**config.mk**
```make
export PLATFORM = sky130hd
export DESIGN_NAME = tcb_ctrl
export DESIGN_NICKNAME = d
export VERILOG_FILES = /design/src/core/tcb_pkg.sv /design/src/core/tcb_ctrl.sv /design/src/core/tcb_tick.sv
export VERILOG_INCLUDE_DIRS = /design/src /design/src/core
export SDC_FILE = /design/constraint.sdc
export NUM_CORES = 2
export LEC_CHECK = 0
export BUFFER_PORTS_ARGS = -buffer_cell sky130_fd_sc_hd__buf_2
export CAP_MARGIN = 10
export CORE_ASPECT_RATIO = 1.2
export CORE_MARGIN = 1.5
export CORE_UTILIZATION = 30
export DETAILED_ROUTE_END_ITERATION = 6
export GPL_TIMING_DRIVEN = 0
export REMOVE_ABC_BUFFERS = 1
export SETUP_SLACK_MARGIN = 0.4
export SYNTH_ARGS = -nofsm -noshare
export SYNTH_HDL_FRONTEND = slang
export SYNTH_SLANG_ARGS = --single-unit
```
**constraint.sdc**
```tcl
create_clock -name clk -period 7.7 [get_ports clk]
set_input_delay 1.155 -clock clk [delete_from_list [all_inputs] [get_ports clk]]
set_output_delay 1.155 -clock clk [all_outputs]
set_load 0.05 [all_outputs]
```
**src/core/tcb_cfg.svh**
```systemverilog
`ifndef TCB_CFG_SVH
`define TCB_CFG_SVH
// Clock and time base
`define TCB_CLK_HZ 25000000
`define TCB_TICK_S 1
`define TCB_TICK_CYC (`TCB_CLK_HZ * `TCB_TICK_S)
`define TCB_BLANK_MS 10
`define TCB_BLANK_CYC (`TCB_CLK_HZ / 1000 * `TCB_BLANK_MS)
`define TCB_STEP_S 20
`define TCB_NCELL 14
// Register page+address map
`define TCB_SETUP_ADDR 8'h90
`define TCB_TIME_ADDR 8'h91
`define TCB_STAT_ADDR 8'h92
`define TCB_VAL_ADDR 8'hA0
`define TCB_PAT_ADDR 8'hB0
// Setup register fields
`define TCB_MODE_LSB 0
`define TCB_BWT_LSB 2
`define TCB_BEN_BIT 5
`define TCB_SCAN_BLANKING_BIT_BIT 6
`define TCB_EOB_BIT 7
`define TCB_IBAL_BIT 8
// Time register fields
`define TCB_WDOG_LSB 0
`define TCB_BTM_LSB 8
`define TCB_WDOG_RST 8'h3F
// Status register fields
`define TCB_ST_END_BIT 0
`define TCB_ST_WDT_BIT 1
// Mode encodings
`define TCB_MD_OFF 2'h0
`define TCB_MD_MANUAL 2'h1
`define TCB_MD_TIMED 2'h2
`define TCB_MD_AUTO 2'h3
// Command page+address bytes
`define TCB_CMD_ENABLE 8'hCA
`define TCB_CMD_INHIBIT 8'hC9
`define TCB_CMD_SLEEP 8'hC4
`define TCB_CMD_WAKE 8'hC6
`endif

```
**src/core/tcb_pkg.sv**
```systemverilog
`include "tcb_cfg.svh"
package tcb_pkg;
    // Balance sequencer states
    typedef enum logic [1:0] {ST_IDLE, ST_ON, ST_SCAN, ST_WAIT} tcb_state_t;
    // Continuous-scan blanking states
    typedef enum logic [1:0] {BL_IDLE, BL_LEAD, BL_SCAN} tcb_blank_t;
    // Register access from the command link
    typedef struct packed {
        logic wr;
        logic rd;
        logic [7:0] addr;
        logic [15:0] wdata;
    } tcb_reg_req_t;
    // Zero-length command from the link
    typedef struct packed {
        logic valid;
        logic [7:0] code;
    } tcb_cmd_t;
    // Cell voltages from an auto-balance scan
    typedef logic [`TCB_NCELL-1:0][15:0] tcb_volt_t;
endpackage

```
**src/core/tcb_ctrl.sv**
```systemverilog
`timescale 1ns/1ns
`include "tcb_cfg.svh"
// How it works
// - Timed run ends on timer, stop, watchdog
// - On-time code counts 20 s steps
// - Stop resets timer; enable restarts full time
// - Timed expiry sets end flag, clears enable
// - Sleep during timed run waits for end
// - Blanking darkens outputs ahead of scans
// - Watchdog stops balancing, forces sleep
// - Mode field selects timed; adjacent registers
// - Enable command byte sets enable, starts
// - Writing enable low stops balancing
// - Auto runs alone; fault halts it
// - Auto scan result checked each cycle
// - Armed auto sleeps in waits, then finally
// - Watchdog in auto: stop, flag, sleep
// - Auto cycle is on-time plus wait
// - Wait code n gives two^(n-1) seconds
// - Patterns step per cycle, wrap on zero
// - Auto cell stops when its value empties
// - Mode codes: off, manual, timed, auto
// - Subtract scans; all zero ends auto
// - Stop keeps values; restart at pattern one
// - Fourteen sixteen-bit balance values
module tcb_ctrl
    import tcb_pkg::*;
#(
    parameter int TICK_CYC = `TCB_TICK_CYC,
    parameter int BLANK_CYC = `TCB_BLANK_CYC,
    parameter int NCELL = `TCB_NCELL
) (
    input wire logic clk,
    input wire logic rstn,
    input tcb_reg_req_t reg_req,
    output logic [15:0] reg_rdata,
    input tcb_cmd_t cmd,
    input wire logic wdt_expire,
    output logic scan_start,
    input wire logic scan_done,
    input wire logic scan_fault,
    input tcb_volt_t cell_volt,
    input wire logic cscan_req,
    output logic cscan_go,
    input wire logic cscan_done,
    output logic [NCELL-1:0] cb_out,
    output logic sleep_req,
    output logic reg_off,
    output logic end_flag,
    output logic wdt_flag
);
    localparam int BW = $clog2(BLANK_CYC + 1);

    // Programmed on-time in seconds
    function automatic logic [11:0] on_secs(input logic [6:0] code);
        on_secs = 12'(code) * 12'(`TCB_STEP_S);
    endfunction

    // Wait code to seconds, zero for code zero
    function automatic logic [6:0] wait_secs(input logic [2:0] code);
        wait_secs = (code == 3'h0) ? 7'h00 : (7'h01 << (code - 3'h1));
    endfunction

    // Address falls in a fourteen-word window
    function automatic logic in_win(input logic [7:0] a, input logic [7:0] base);
        in_win = (a >= base) && (a < base + 8'(NCELL));
    endfunction

    // Charge left after a scan, never below zero
    function automatic logic [15:0] sat_sub(input logic [15:0] v, input logic [15:0] d);
        sat_sub = (v > d) ? v - d : 16'h0000;
    endfunction

    // Configuration and control state
    logic [1:0] mode;
    logic [2:0] wait_time_field;
    logic scan_blanking_bit;
    logic ibal;
    logic balance_enable_bit;
    logic [6:0] on_time_field;
    logic [7:0] wdog;
    logic [NCELL-1:0] pat [NCELL]; // Cell patterns, index 0 is pattern one
    logic [15:0] bval [NCELL]; // Charge left per cell
    tcb_state_t st, next_st;
    logic [3:0] pidx; // Active pattern index
    logic [11:0] on_left; // Seconds of on-time left
    logic [6:0] wait_left; // Seconds of wait left
    logic sleep_arm; // Sleep pending on balance end
    tcb_blank_t bl_st;
    logic bl_dark; // Outputs held off for a scan
    logic [BW-1:0] bl_cnt;
    logic tick;
    logic [15:0] next_bval [NCELL];
    logic all_zero;

    // One-second time base
    tcb_tick #(
        .TICK_CYC(TICK_CYC)
    ) u_tick (
        .clk(clk),
        .rstn(rstn),
        .tick(tick)
    );

    // Register and command decode
    wire wr_setup = reg_req.wr && (reg_req.addr == `TCB_SETUP_ADDR);
    wire wr_time = reg_req.wr && (reg_req.addr == `TCB_TIME_ADDR);
    wire wr_stat = reg_req.wr && (reg_req.addr == `TCB_STAT_ADDR);
    wire wr_val = reg_req.wr && in_win(reg_req.addr, `TCB_VAL_ADDR);
    wire wr_pat = reg_req.wr && in_win(reg_req.addr, `TCB_PAT_ADDR);
    wire [3:0] val_i = 4'(reg_req.addr - `TCB_VAL_ADDR);
    wire [3:0] pat_i = 4'(reg_req.addr - `TCB_PAT_ADDR);
    wire w_ben = reg_req.wdata[`TCB_BEN_BIT];
    wire c_en = cmd.valid && (cmd.code == `TCB_CMD_ENABLE);
    wire c_inh = cmd.valid && (cmd.code == `TCB_CMD_INHIBIT);
    wire c_slp = cmd.valid && (cmd.code == `TCB_CMD_SLEEP);
    wire c_wake = cmd.valid && (cmd.code == `TCB_CMD_WAKE);

    // Mode taken with the write that sets enable
    wire [1:0] mode_eff = wr_setup ? reg_req.wdata[`TCB_MODE_LSB +: 2] : mode;
    wire start_req = c_en || (wr_setup && w_ben && !balance_enable_bit);
    wire stop_req = c_inh || (wr_setup && !w_ben && balance_enable_bit);
    wire busy = (st != ST_IDLE);
    wire wdt_hit = wdt_expire && busy;
    wire is_auto = (mode == `TCB_MD_AUTO);

    // Timer expiry; timed code zero never expires
    wire on_exp = (st == ST_ON) && (mode != `TCB_MD_MANUAL)
        && ((on_left == 12'h000 && is_auto) || (tick && on_left == 12'h001));
    wire scan_ok = (st == ST_SCAN) && scan_done && !scan_fault;
    wire fhalt = (st == ST_SCAN) && scan_done && scan_fault;
    wire tend = on_exp && !is_auto && !stop_req && !wdt_hit;
    wire aend = scan_ok && all_zero && !stop_req && !wdt_hit;
    wire fin = tend || aend || fhalt;
    wire enter_on = (next_st == ST_ON) && ((st != ST_ON) || start_req);

    // Next pattern, wrapping at a zero pattern or the last one
    wire [3:0] pidx_inc = pidx + 4'h1;
    wire wrap = (pidx == 4'(NCELL - 1)) || (pat[pidx_inc] == '0);
    wire [3:0] pidx_nxt = wrap ? 4'h0 : pidx_inc;

    // In auto mode, cells whose charge is used up drop out of the pattern
    logic [NCELL-1:0] zmask;
    always_comb begin
        for (int i = 0; i < NCELL; i++) begin
            zmask[i] = (bval[i] == 16'h0000);
        end
    end
    wire [NCELL-1:0] act = is_auto ? (pat[pidx] & ~zmask) : pat[0];
    wire [NCELL-1:0] next_cb = (st == ST_ON && !bl_dark) ? act : '0;

    // Charge accounting for the cells just balanced
    always_comb begin
        all_zero = 1'b1;
        for (int i = 0; i < NCELL; i++) begin
            next_bval[i] = act[i] ? sat_sub(bval[i], cell_volt[i]) : bval[i];
            all_zero = all_zero && (next_bval[i] == 16'h0000);
        end
    end

    // Sequencer next state
    always_comb begin
        next_st = st;
        case (st)
            ST_IDLE: next_st = ST_IDLE;
            ST_ON: begin
                if (on_exp) begin
                    next_st = is_auto ? ST_SCAN : ST_IDLE;
                end
            end
            ST_SCAN: begin
                if (scan_done) begin
                    next_st = (scan_fault || all_zero) ? ST_IDLE : ST_WAIT;
                end
            end
            ST_WAIT: begin
                if (wait_left == 7'h00) begin
                    next_st = ST_ON;
                end
            end
            default: next_st = ST_IDLE;
        endcase
        if (start_req) begin
            next_st = (mode_eff != `TCB_MD_OFF) ? ST_ON : ST_IDLE;
        end
        if (stop_req || wdt_hit) begin
            next_st = ST_IDLE;
        end
    end

    // Sequencer state and timers
    always_ff @(posedge clk or negedge rstn) begin
        if (!rstn) begin
            st <= ST_IDLE;
            on_left <= 12'h000;
            wait_left <= 7'h00;
            pidx <= 4'h0;
        end else begin
            st <= next_st;
            // Fresh full on-time on every entry
            if (enter_on) begin
                on_left <= on_secs(on_time_field);
            end else if (st == ST_ON && tick && on_left != 12'h000) begin
                on_left <= on_left - 12'h001;
            end
            if (next_st == ST_WAIT && st != ST_WAIT) begin
                wait_left <= wait_secs(wait_time_field);
            end else if (tick && wait_left != 7'h00) begin
                wait_left <= wait_left - 7'h01;
            end
            // Restart always begins from pattern one
            if (start_req) begin
                pidx <= 4'h0;
            end else if (st == ST_WAIT && next_st == ST_ON) begin
                pidx <= pidx_nxt;
            end
        end
    end

    // Configuration writes and enable bit
    always_ff @(posedge clk or negedge rstn) begin
        if (!rstn) begin
            mode <= `TCB_MD_OFF;
            wait_time_field <= 3'h0;
            scan_blanking_bit <= 1'b0;
            ibal <= 1'b0;
            balance_enable_bit <= 1'b0;
            on_time_field <= 7'h00;
            wdog <= `TCB_WDOG_RST;
        end else begin
            if (wr_setup) begin
                mode <= reg_req.wdata[`TCB_MODE_LSB +: 2];
                wait_time_field <= reg_req.wdata[`TCB_BWT_LSB +: 3];
                scan_blanking_bit <= reg_req.wdata[`TCB_SCAN_BLANKING_BIT_BIT];
                ibal <= reg_req.wdata[`TCB_IBAL_BIT];
            end
            if (wr_time) begin
                on_time_field <= reg_req.wdata[`TCB_BTM_LSB +: 7];
                wdog <= reg_req.wdata[`TCB_WDOG_LSB +: 8];
            end
            if (fin) begin
                balance_enable_bit <= 1'b0;
            end
            if (start_req) begin
                balance_enable_bit <= 1'b1;
            end
            if (stop_req || wdt_hit) begin
                balance_enable_bit <= 1'b0;
            end
        end
    end

    // Pattern and balance value storage; stop leaves values alone
    always_ff @(posedge clk or negedge rstn) begin
        if (!rstn) begin
            for (int i = 0; i < NCELL; i++) begin
                pat[i] <= '0;
                bval[i] <= 16'h0000;
            end
        end else begin
            if (scan_ok) begin
                for (int i = 0; i < NCELL; i++) begin
                    bval[i] <= next_bval[i];
                end
            end
            // A host write lands after the scan update
            if (wr_val) begin
                bval[val_i] <= reg_req.wdata;
            end
            if (wr_pat) begin
                pat[pat_i] <= reg_req.wdata[NCELL-1:0];
            end
        end
    end

    // Flags and sleep; hardware set wins over a clear
    always_ff @(posedge clk or negedge rstn) begin
        if (!rstn) begin
            end_flag <= 1'b0;
            wdt_flag <= 1'b0;
            sleep_arm <= 1'b0;
            sleep_req <= 1'b0;
        end else begin
            if ((wr_setup && !reg_req.wdata[`TCB_EOB_BIT])
                || (wr_stat && reg_req.wdata[`TCB_ST_END_BIT])) begin
                end_flag <= 1'b0;
            end
            if (tend || aend) begin
                end_flag <= 1'b1;
            end
            if (wr_stat && reg_req.wdata[`TCB_ST_WDT_BIT]) begin
                wdt_flag <= 1'b0;
            end
            if (wdt_hit) begin
                wdt_flag <= 1'b1;
            end
            // Sleep while running only arms; balancing goes on
            if (next_st == ST_IDLE) begin
                sleep_arm <= 1'b0;
            end else if (c_slp && busy) begin
                sleep_arm <= 1'b1;
            end
            if (c_wake) begin
                sleep_req <= 1'b0;
            end
            if ((c_slp && !busy) || (sleep_arm && fin) || wdt_hit) begin
                sleep_req <= 1'b1;
            end
        end
    end

    // Regulators drop in armed auto waits only
    assign reg_off = sleep_arm && (st == ST_WAIT);

    // Continuous-scan blanking: dark, lead time, scan, restore
    always_ff @(posedge clk or negedge rstn) begin
        if (!rstn) begin
            bl_st <= BL_IDLE;
            bl_dark <= 1'b0;
            bl_cnt <= '0;
            cscan_go <= 1'b0;
        end else begin
            cscan_go <= 1'b0;
            case (bl_st)
                BL_IDLE: begin
                    if (cscan_req && scan_blanking_bit && busy) begin
                        bl_st <= BL_LEAD;
                        bl_dark <= 1'b1;
                        bl_cnt <= BW'(BLANK_CYC);
                    end else if (cscan_req) begin
                        bl_st <= BL_SCAN;
                        cscan_go <= 1'b1;
                    end
                end
                BL_LEAD: begin
                    if (bl_cnt == '0) begin
                        bl_st <= BL_SCAN;
                        cscan_go <= 1'b1;
                    end else begin
                        bl_cnt <= bl_cnt - BW'(1);
                    end
                end
                BL_SCAN: begin
                    if (cscan_done) begin
                        bl_st <= BL_IDLE;
                        bl_dark <= 1'b0;
                    end
                end
                default: bl_st <= BL_IDLE;
            endcase
        end
    end

    // Read mux; unmapped addresses read zero
    wire [15:0] rd_setup = {7'h00, ibal, end_flag, scan_blanking_bit, balance_enable_bit, wait_time_field, mode};
    wire [15:0] rd_time = {1'b0, on_time_field, wdog};
    wire [15:0] rd_stat = {8'h00, pidx, busy, 1'b0, wdt_flag, end_flag};
    wire [15:0] rd_mux =
        (reg_req.addr == `TCB_SETUP_ADDR) ? rd_setup :
        (reg_req.addr == `TCB_TIME_ADDR) ? rd_time :
        (reg_req.addr == `TCB_STAT_ADDR) ? rd_stat :
        in_win(reg_req.addr, `TCB_VAL_ADDR) ? bval[val_i] :
        in_win(reg_req.addr, `TCB_PAT_ADDR) ? 16'(pat[pat_i]) : 16'h0000;

    // Registered outputs
    always_ff @(posedge clk or negedge rstn) begin
        if (!rstn) begin
            reg_rdata <= 16'h0000;
            cb_out <= '0;
            scan_start <= 1'b0;
        end else begin
            if (reg_req.rd) begin
                reg_rdata <= rd_mux;
            end
            cb_out <= next_cb;
            scan_start <= (next_st == ST_SCAN) && (st != ST_SCAN);
        end
    end
endmodule

```
**src/core/tcb_tick.sv**
```systemverilog
`timescale 1ns/1ns
`include "tcb_cfg.svh"
// One-second enable from the free-running oscillator clock
module tcb_tick #(
    parameter int TICK_CYC = `TCB_TICK_CYC
) (
    input wire logic clk,
    input wire logic rstn,
    output logic tick
);
    localparam int CW = $clog2(TICK_CYC);
    logic [CW-1:0] cnt; // Cycles into current second
    wire wrap = (cnt == CW'(TICK_CYC - 1));

    // Never gated, so sleep-time balancing keeps its pace
    always_ff @(posedge clk or negedge rstn) begin
        if (!rstn) begin
            cnt <= '0;
            tick <= 1'b0;
        end else begin
            cnt <= wrap ? '0 : cnt + CW'(1);
            tick <= wrap;
        end
    end
endmodule

```
# Word level (Yosys, flattened, before mapping)
# Cells that the tools add are included.
# Widths: inputs -> output; s select.
[word_totals]
romBits = 0
ram_bits = 0
latchBits = 0
wordCells = 369
mem_count = 0
input_bits = 266
reg_bits = 551
[op_classes]
eq_ne = 28
n_addsub = 22
div = 0
mul = 1
n_shift = 1
n_reduce_logical = 135
n_mux = 100
order_cmp = 24
bitwise_logic = 6
[op_table]
columns = ["operator", "count"]
rows = [
  ["$mux 16", 35],
  ["$logic_not 16->1", 28],
  ["$mux 224", 2],
  ["$bwmux 224", 1],
  ["$gt 16x16->1", 14],
  ["$sub 16x16->16", 14],
  ["$bwmux 196", 1],
  ["$bmux 14 s4", 3],
  ["$mux 14", 10],
  ["$bmux 16 s4", 1],
  ["$demux 16 s4", 1],
  ["$logic_and 1x1->1", 61],
  ["$demux 14 s4", 1],
  ["$eq 8x8->1 const B", 7],
  ["$mux 18", 2],
  ["$pmux 18 s2", 1],
  ["$add 25x1->25 const B", 1],
  ["$eq 25x25->1 const B", 1],
  ["$mux 25", 1],
  ["$mux 12", 2],
  ["$mux 2", 12],
  ["$reduce_bool 2->1", 11],
  ["$mux 7", 3],
  ["$ge 5x5->1 const B", 4],
  ["other kinds (38)", 100],
]

# Depth between registers and ports, before layout
[logic_depth]
word_depth = 31
depth_mapped = 21
ltp_nobuf = 18

# Cells and area by module
# From an unflattened synthesis, not the netlist that was laid out.
[unflattened]
hier_cells = 5082
hier_area_um2 = 45003.2
[by_module_without_submodules]
columns = ["module", "seq_area_each_um2", "cells_each", "instances", "area_per_inst_um2"]
rows = [
  ["tcb_ctrl", 13145.1, 4955, 1, 43718.2],
  ["tcb_tick", 650.6, 127, 1, 1285.0],
]

# Worst setup path after synthesis
# OpenSTA, ideal clock, no wires.
[synth_path]
kind = "in2reg"
start = "in cell_volt[176] (netlist bit)"
end = "reg on_left[4]"
setup_slack_ps = 1709
stages = 20
n_path_buf = 3
t_arrival_ps = 5866
setup_ps = 125
required_ps = 7575
path_cell_list = "ha_1 inv_1 fa_1 a211oi_2 nor4_1 a211oi_2 a211o_1 buf_2 nor2_1 a221o_1 a2111o_1 or4_1 nor4b_2 nand4_1 or4_1 buf_2 o211ai_2 a21o_4 buf_6 mux2_4"
[synth_between]
elab_chain_len = 16
[synth_lines]
columns = ["item", "line_no", "source"]
rows = [
  ["from (decl)", "tcb_ctrl.sv:42", "input tcb_volt_t cell_volt,"],
  ["$sub 16x16->16 or $gt 16x16->1 (tied branches)", "tcb_ctrl.sv:71", "sat_sub = (v > d) ? v - d : 16'h0000;"],
  ["$mux 16 *", "tcb_ctrl.sv:71", ""],
  ["$mux 16 *", "tcb_ctrl.sv:156", "next_bval[i] = act[i] ? sat_sub(bval[i], cell_volt[i]) : bval[i];"],
  ["$logic_not 16->1 *", "tcb_ctrl.sv:157", "all_zero = all_zero && (next_bval[i] == 16'h0000);"],
  ["$logic_and 1x1->1 * (3 in series)", "tcb_ctrl.sv:157", ""],
  ["$logic_or 1x1->1 *", "tcb_ctrl.sv:173", "next_st = (scan_fault || all_zero) ? ST_IDLE : ST_WAIT;"],
  ["$mux 2 *", "tcb_ctrl.sv:173", ""],
  ["$mux 2 *", "tcb_ctrl.sv:172", "if (scan_done) begin"],
  ["$pmux 2 s4 *", "tcb_ctrl.sv:164", "case (st)"],
  ["$mux 2 *", "tcb_ctrl.sv:183", "if (start_req) begin"],
  ["$mux 2 *", "tcb_ctrl.sv:186", "if (stop_req || wdt_hit) begin"],
  ["$eq 2x1->1 *", "tcb_ctrl.sv:135", "wire enter_on = (next_st == ST_ON) && ((st != ST_ON) || start_req);"],
  ["$logic_and 1x1->1 *", "tcb_ctrl.sv:135", ""],
  ["$mux 12 or $reduce_bool 2->1 (tied branches)", "-", ""],
  ["to (signal assigned)", "tcb_ctrl.sv:202", "on_left <= on_secs(on_time_field);"],
  ["to (signal assigned)", "tcb_ctrl.sv:204", "on_left <= on_left - 12'h001;"],
  ["to (decl)", "tcb_ctrl.sv:86", "logic [11:0] on_left;"],
]
# Every way passes the cells marked *; elsewhere a longest branch is shown, timed or not.
# A chain may end at the register's enable or synchronous reset.

# Worst setup path in the final report
[layout_path]
start = "reg pidx[1]"
end = "reg on_left[2]"
[layout_between]
elab_chain_len = 30
[layout_lines]
columns = ["item", "line_no", "source"]
rows = [
  ["from (decl)", "tcb_ctrl.sv:85", "logic [3:0] pidx;"],
  ["from (signal assigned)", "tcb_ctrl.sv:215", "pidx <= pidx_nxt;"],
  ["$not 4->5 (not written as such) *", "tcb_ctrl.sv:149", "wire [NCELL-1:0] act = is_auto ? (pat[pidx] & ~zmask) : pat[0];"],
  ["$bmux 14 s4 *", "tcb_ctrl.sv:149", ""],
  ["$mux 14 (not written as such) * (2 in series)", "tcb_ctrl.sv:149", ""],
  ["$and 14x14->14 *", "tcb_ctrl.sv:149", ""],
  ["$mux 14 *", "tcb_ctrl.sv:149", ""],
  ["$mux 16", "tcb_ctrl.sv:156", ""],
  ["$logic_not 16->1", "tcb_ctrl.sv:157", ""],
  ["$logic_and 1x1->1 (12 in series)", "tcb_ctrl.sv:157", ""],
  ["(+2 left out)", "-", ""],
  ["$mux 2 *", "tcb_ctrl.sv:173", ""],
  ["$mux 2 *", "tcb_ctrl.sv:172", ""],
  ["$pmux 2 s4 *", "tcb_ctrl.sv:164", ""],
  ["$mux 2 *", "tcb_ctrl.sv:183", ""],
  ["$mux 2 *", "tcb_ctrl.sv:186", ""],
  ["$eq 2x1->1 *", "tcb_ctrl.sv:135", ""],
  ["$logic_and 1x1->1 *", "tcb_ctrl.sv:135", ""],
  ["$mux 12 or $reduce_bool 2->1 (tied branches)", "-", ""],
]
# Every way passes the cells marked *; elsewhere a longest branch is shown, timed or not. The select of a mux whose other input is x is not followed.

==> impl_metrics.csv <==
group,metric,value,unit
yosys,ys_types,105,
clock_tree,ctsHtreeMaxLevel,3,
floorplanning,die_w,354,um
clock_tree,cts.hold.buffers_added,0,
timing,slew_headroom,6.10,%
yosys,netlist_instances,5081,
worst_setup_path,cp_slowest_cell,"o211ai_2",
place,io_buffers,301,
cells_and_area,instances_no_fill,7246,
worst_hold_path,hold_path_class,"input port to asynchronous set/reset pin",
pwr,p_leak,0.0227,uW
pwr,powerDensity,177,nW/um^2
outcome,violations,"DRC",
grt,grtUsageTotal,25.7,%
timing,hold_violations,0,
yosys,async_flop_share,100,%
clock_tree,tritoncts,"done",
timing,slew_viol_final,0,
clock_tree,clk_pin_slew_worst_paths,60,ps
run,drv_cap,0,
worst_setup_path,crit_type,"register to register",
floorplanning,die_y,425,um
floorplanning,std_cell_rows,154,
yosys,synth-edff-count,0,
route,drtPass1Iterations,7,
cells_and_area,final_util,34.4,%
cells_and_area,synthToLayoutAreaGrowth,13.8,%
floorplanning,initial_core_util,30.2,%
yosys,synthFlopType,"dfrtp_1",
worst_setup_path,path_cells,"buf_16 > and3b_1 > nand2_1 > o2111ai_1 > o211ai_2 > a311oi_1 > a221o_1 > a2111o_1 > or4_1 > nor4b_2 > nand4_1 > or4_1 > o211ai_4 > a21o_4 > mux2_2",
timing,period_minus_slack,7280,ps
route,routedWlPerCell,27.7,um
timing,tightestPinTransition,1390,ps
floorplanning,core,147000,sq um
worst_setup_path,cp_slowest_stage_delay,900,ps
worst_setup_path,cp.depth,15,
worst_setup_path,cp_max_fo,50,
grt,first_global_vias,40900,
grt,grt_antenna_before_repair,23,
worst_setup_path,r2r_cells,15,
yosys,yosysSeqAreaShare,31.0,%
timing,fmax,137,MHz
clock_tree,numClockSinks,551,
yosys,postSynthAreaPerCell,8.75,sq um
outcome,status,"finished with violations",
worst_setup_path,cp-end-kind,"register",
timing,rsz0062_at_grt,"no",
grt,grt_max_degree,119,
timing,worst_clock_skew,36.7,ps
cells_and_area,mostFrequentLayoutCells,"dfrtp_1, a21oi_1, nand2_1",
place,dp.cells,7108,
worst_setup_path,startpoint_type,"register",
worst_setup_path,crit_buf_inv,1,
cells_and_area,fillers,15200,
clock_tree,cts_buffer_depth,3,
floorplanning,ios,302,
cells_and_area,drive_above_1_share,17.0,%
worst_setup_path,startpoint,"pidx[1]",
route,vias,43200,
worst_setup_path,cp.arrival,7820,ps
yosys,ys_seq_elements,551,
cells_and_area,layout_commonest_cell,"dfrtp_1",
timing,whs,409,ps
clock_tree,cts-resized-gates,9,
timing,final.period_utilization,94.6,%
route,post_drt_via_cell_ratio,5.96,
worst_setup_path,r2r-start,"pidx[1]",
worst_setup_path,crit_required,8240,ps
clock_tree,clk_latency,680,ps
timing,setup_viol,0,
place,hpwl,154000,um
grt,grt_pass1_wl,286000,um
pwr,ir_drop,0.145,mV
clock_tree,clock-root-buffer,"clkbuf_16",
route,drc,3,
route,drt_iter0_drc,4845,
yosys,synth_warnings,0,
place,gp_congestion,1.00,
cells_and_area,finalNetCount,5759,
worst_setup_path,critical_path.top_delay_family,"compound AO/OA/AOI/OAI gates",
route,ant_nets,0,
yosys,synth.cell_area,44500,sq um
floorplanning,die-area,151000,sq um
route,drt_wl_total,201000,um
grt,gr-total-overflow,0,
clock_tree,cts_made_buffers,66,
clock_tree,cts_setup_buffers,0,
worst_setup_path,crit_top_cell,"or4_1",
-- path summary, 6_finish.rpt --
| check | end | slack [ps] |
|---|---|---|
| setup / recovery | on_left[2] | 420 |
| hold / removal | bval[179] | 410 |
| setup reg to reg | on_left[2] | 420 |
| hold reg to reg | ibal | 480 |
| max in group asynchronous | pidx[1] | 5290 |
| min in group clk | ibal | 480 |
-- metal layers --
layer / GRT usage (%) / wire (um) / up-vias
li1: - / - / 19100
met1: 32.4 / 79200 / 21100
met2: 39.5 / 87200 / 2331
met3: 5.15 / 18200 / 573
met4: 18.0 / 16100 / 22
met5: 0 / 117 / -
-- cell families (layout without fill, tap and decap cells) --
family	count (synthesis)	in the layout	share of synthesized area (%)
AO/OA/AOI/OAI	1382	1382	19.9
XOR/XNOR	203	203	4.00
adder cells (fa/ha/maj)	259	259	7.54
buffers and inverters	620	827	5.52
flip-flops	551	551	31.0
multiplexers	496	496	14.6
other	0	8	0
AND/OR/NAND/NOR	1570	1570	17.4
-- worst reg2reg max path, cell delays in order (launching register included) --
cell       delay (ps)
dfrtp_4           790
buf_16            350
and3b_1           370
nand2_1           100
o2111ai_1         130
o211ai_2          900
a311oi_1          380
a221o_1           500
a2111o_1          490
or4_1             560
nor4b_2           290
nand4_1           170
or4_1             870
o211ai_4          570
a21o_4            330
mux2_2            360
-- sequential cells by signal (all words and copies together), names as in the netlist, 4 cells and up --
signal and cells:
reg_rdata 16, bval 224, wait_left 7, wdog 8, pidx 4, on_time_field 7, pat 196, on_left 12
bl_cnt 18, cb_out 14, u_tick.cnt 25
-- per-stage QoR --
| step | setup TNS, ps | worst slack (ps) | total power [uW] | area (sq um) |
|---|---|---|---|---|
| after floorplan | 0 | 664 | 4460 | 43300 |
| after global placement | -4291590 | -6870 | 5370 | 47300 |
| after detailed placement | -7390 | -584 | 5410 | 48100 |
| after CTS | 0 | 507 | 8890 | 50500 |
| after global routing | 0 | 409 | 9210 | 50600 |
| final | 0 | 419 | 8940 | 50600 |
-- cells in the mapped netlist, types with 88 or more instances --
master,number,area share [%]
o21ai_0,302,3.4
xor2_1,88,1.7
nor4_1,94,1.3
mux2i_1,157,3.5
mux2_2,234,5.9
mux4_2,97,4.9
ha_1,244,6.9
nand3_1,101,1.1
clkbuf_1,220,1.9
a21oi_1,440,5.0
xnor2_1,115,2.3
nand2_1,414,3.5
nor3_1,193,2.2
nor2_1,369,3.1
inv_1,343,2.9
dfrtp_1,545,31
-- cell type report --
type	instances	area (sq um)	area share, %
sequential	551	13800	27.3
timing repair buffer	358	2310	4.57
inverter	347	1300	2.57
multi-input combinational	3910	28400	56.0
clock buffer	89	1910	3.78
antenna	8	20.0	0.0396
clock inverter	33	459	0.907
tap	1950	2440	4.82
-- report_power, final --
| part | switching, uW | internal, uW | leakage [uW] |
|---|---|---|---|
| registers | 250 | 3030 | 0.00745 |
| logic | 1390 | 773 | 0.0141 |
| clock network | 1470 | 2020 | 0.00116 |
Note: power is estimated with default switching activity, not from simulation.
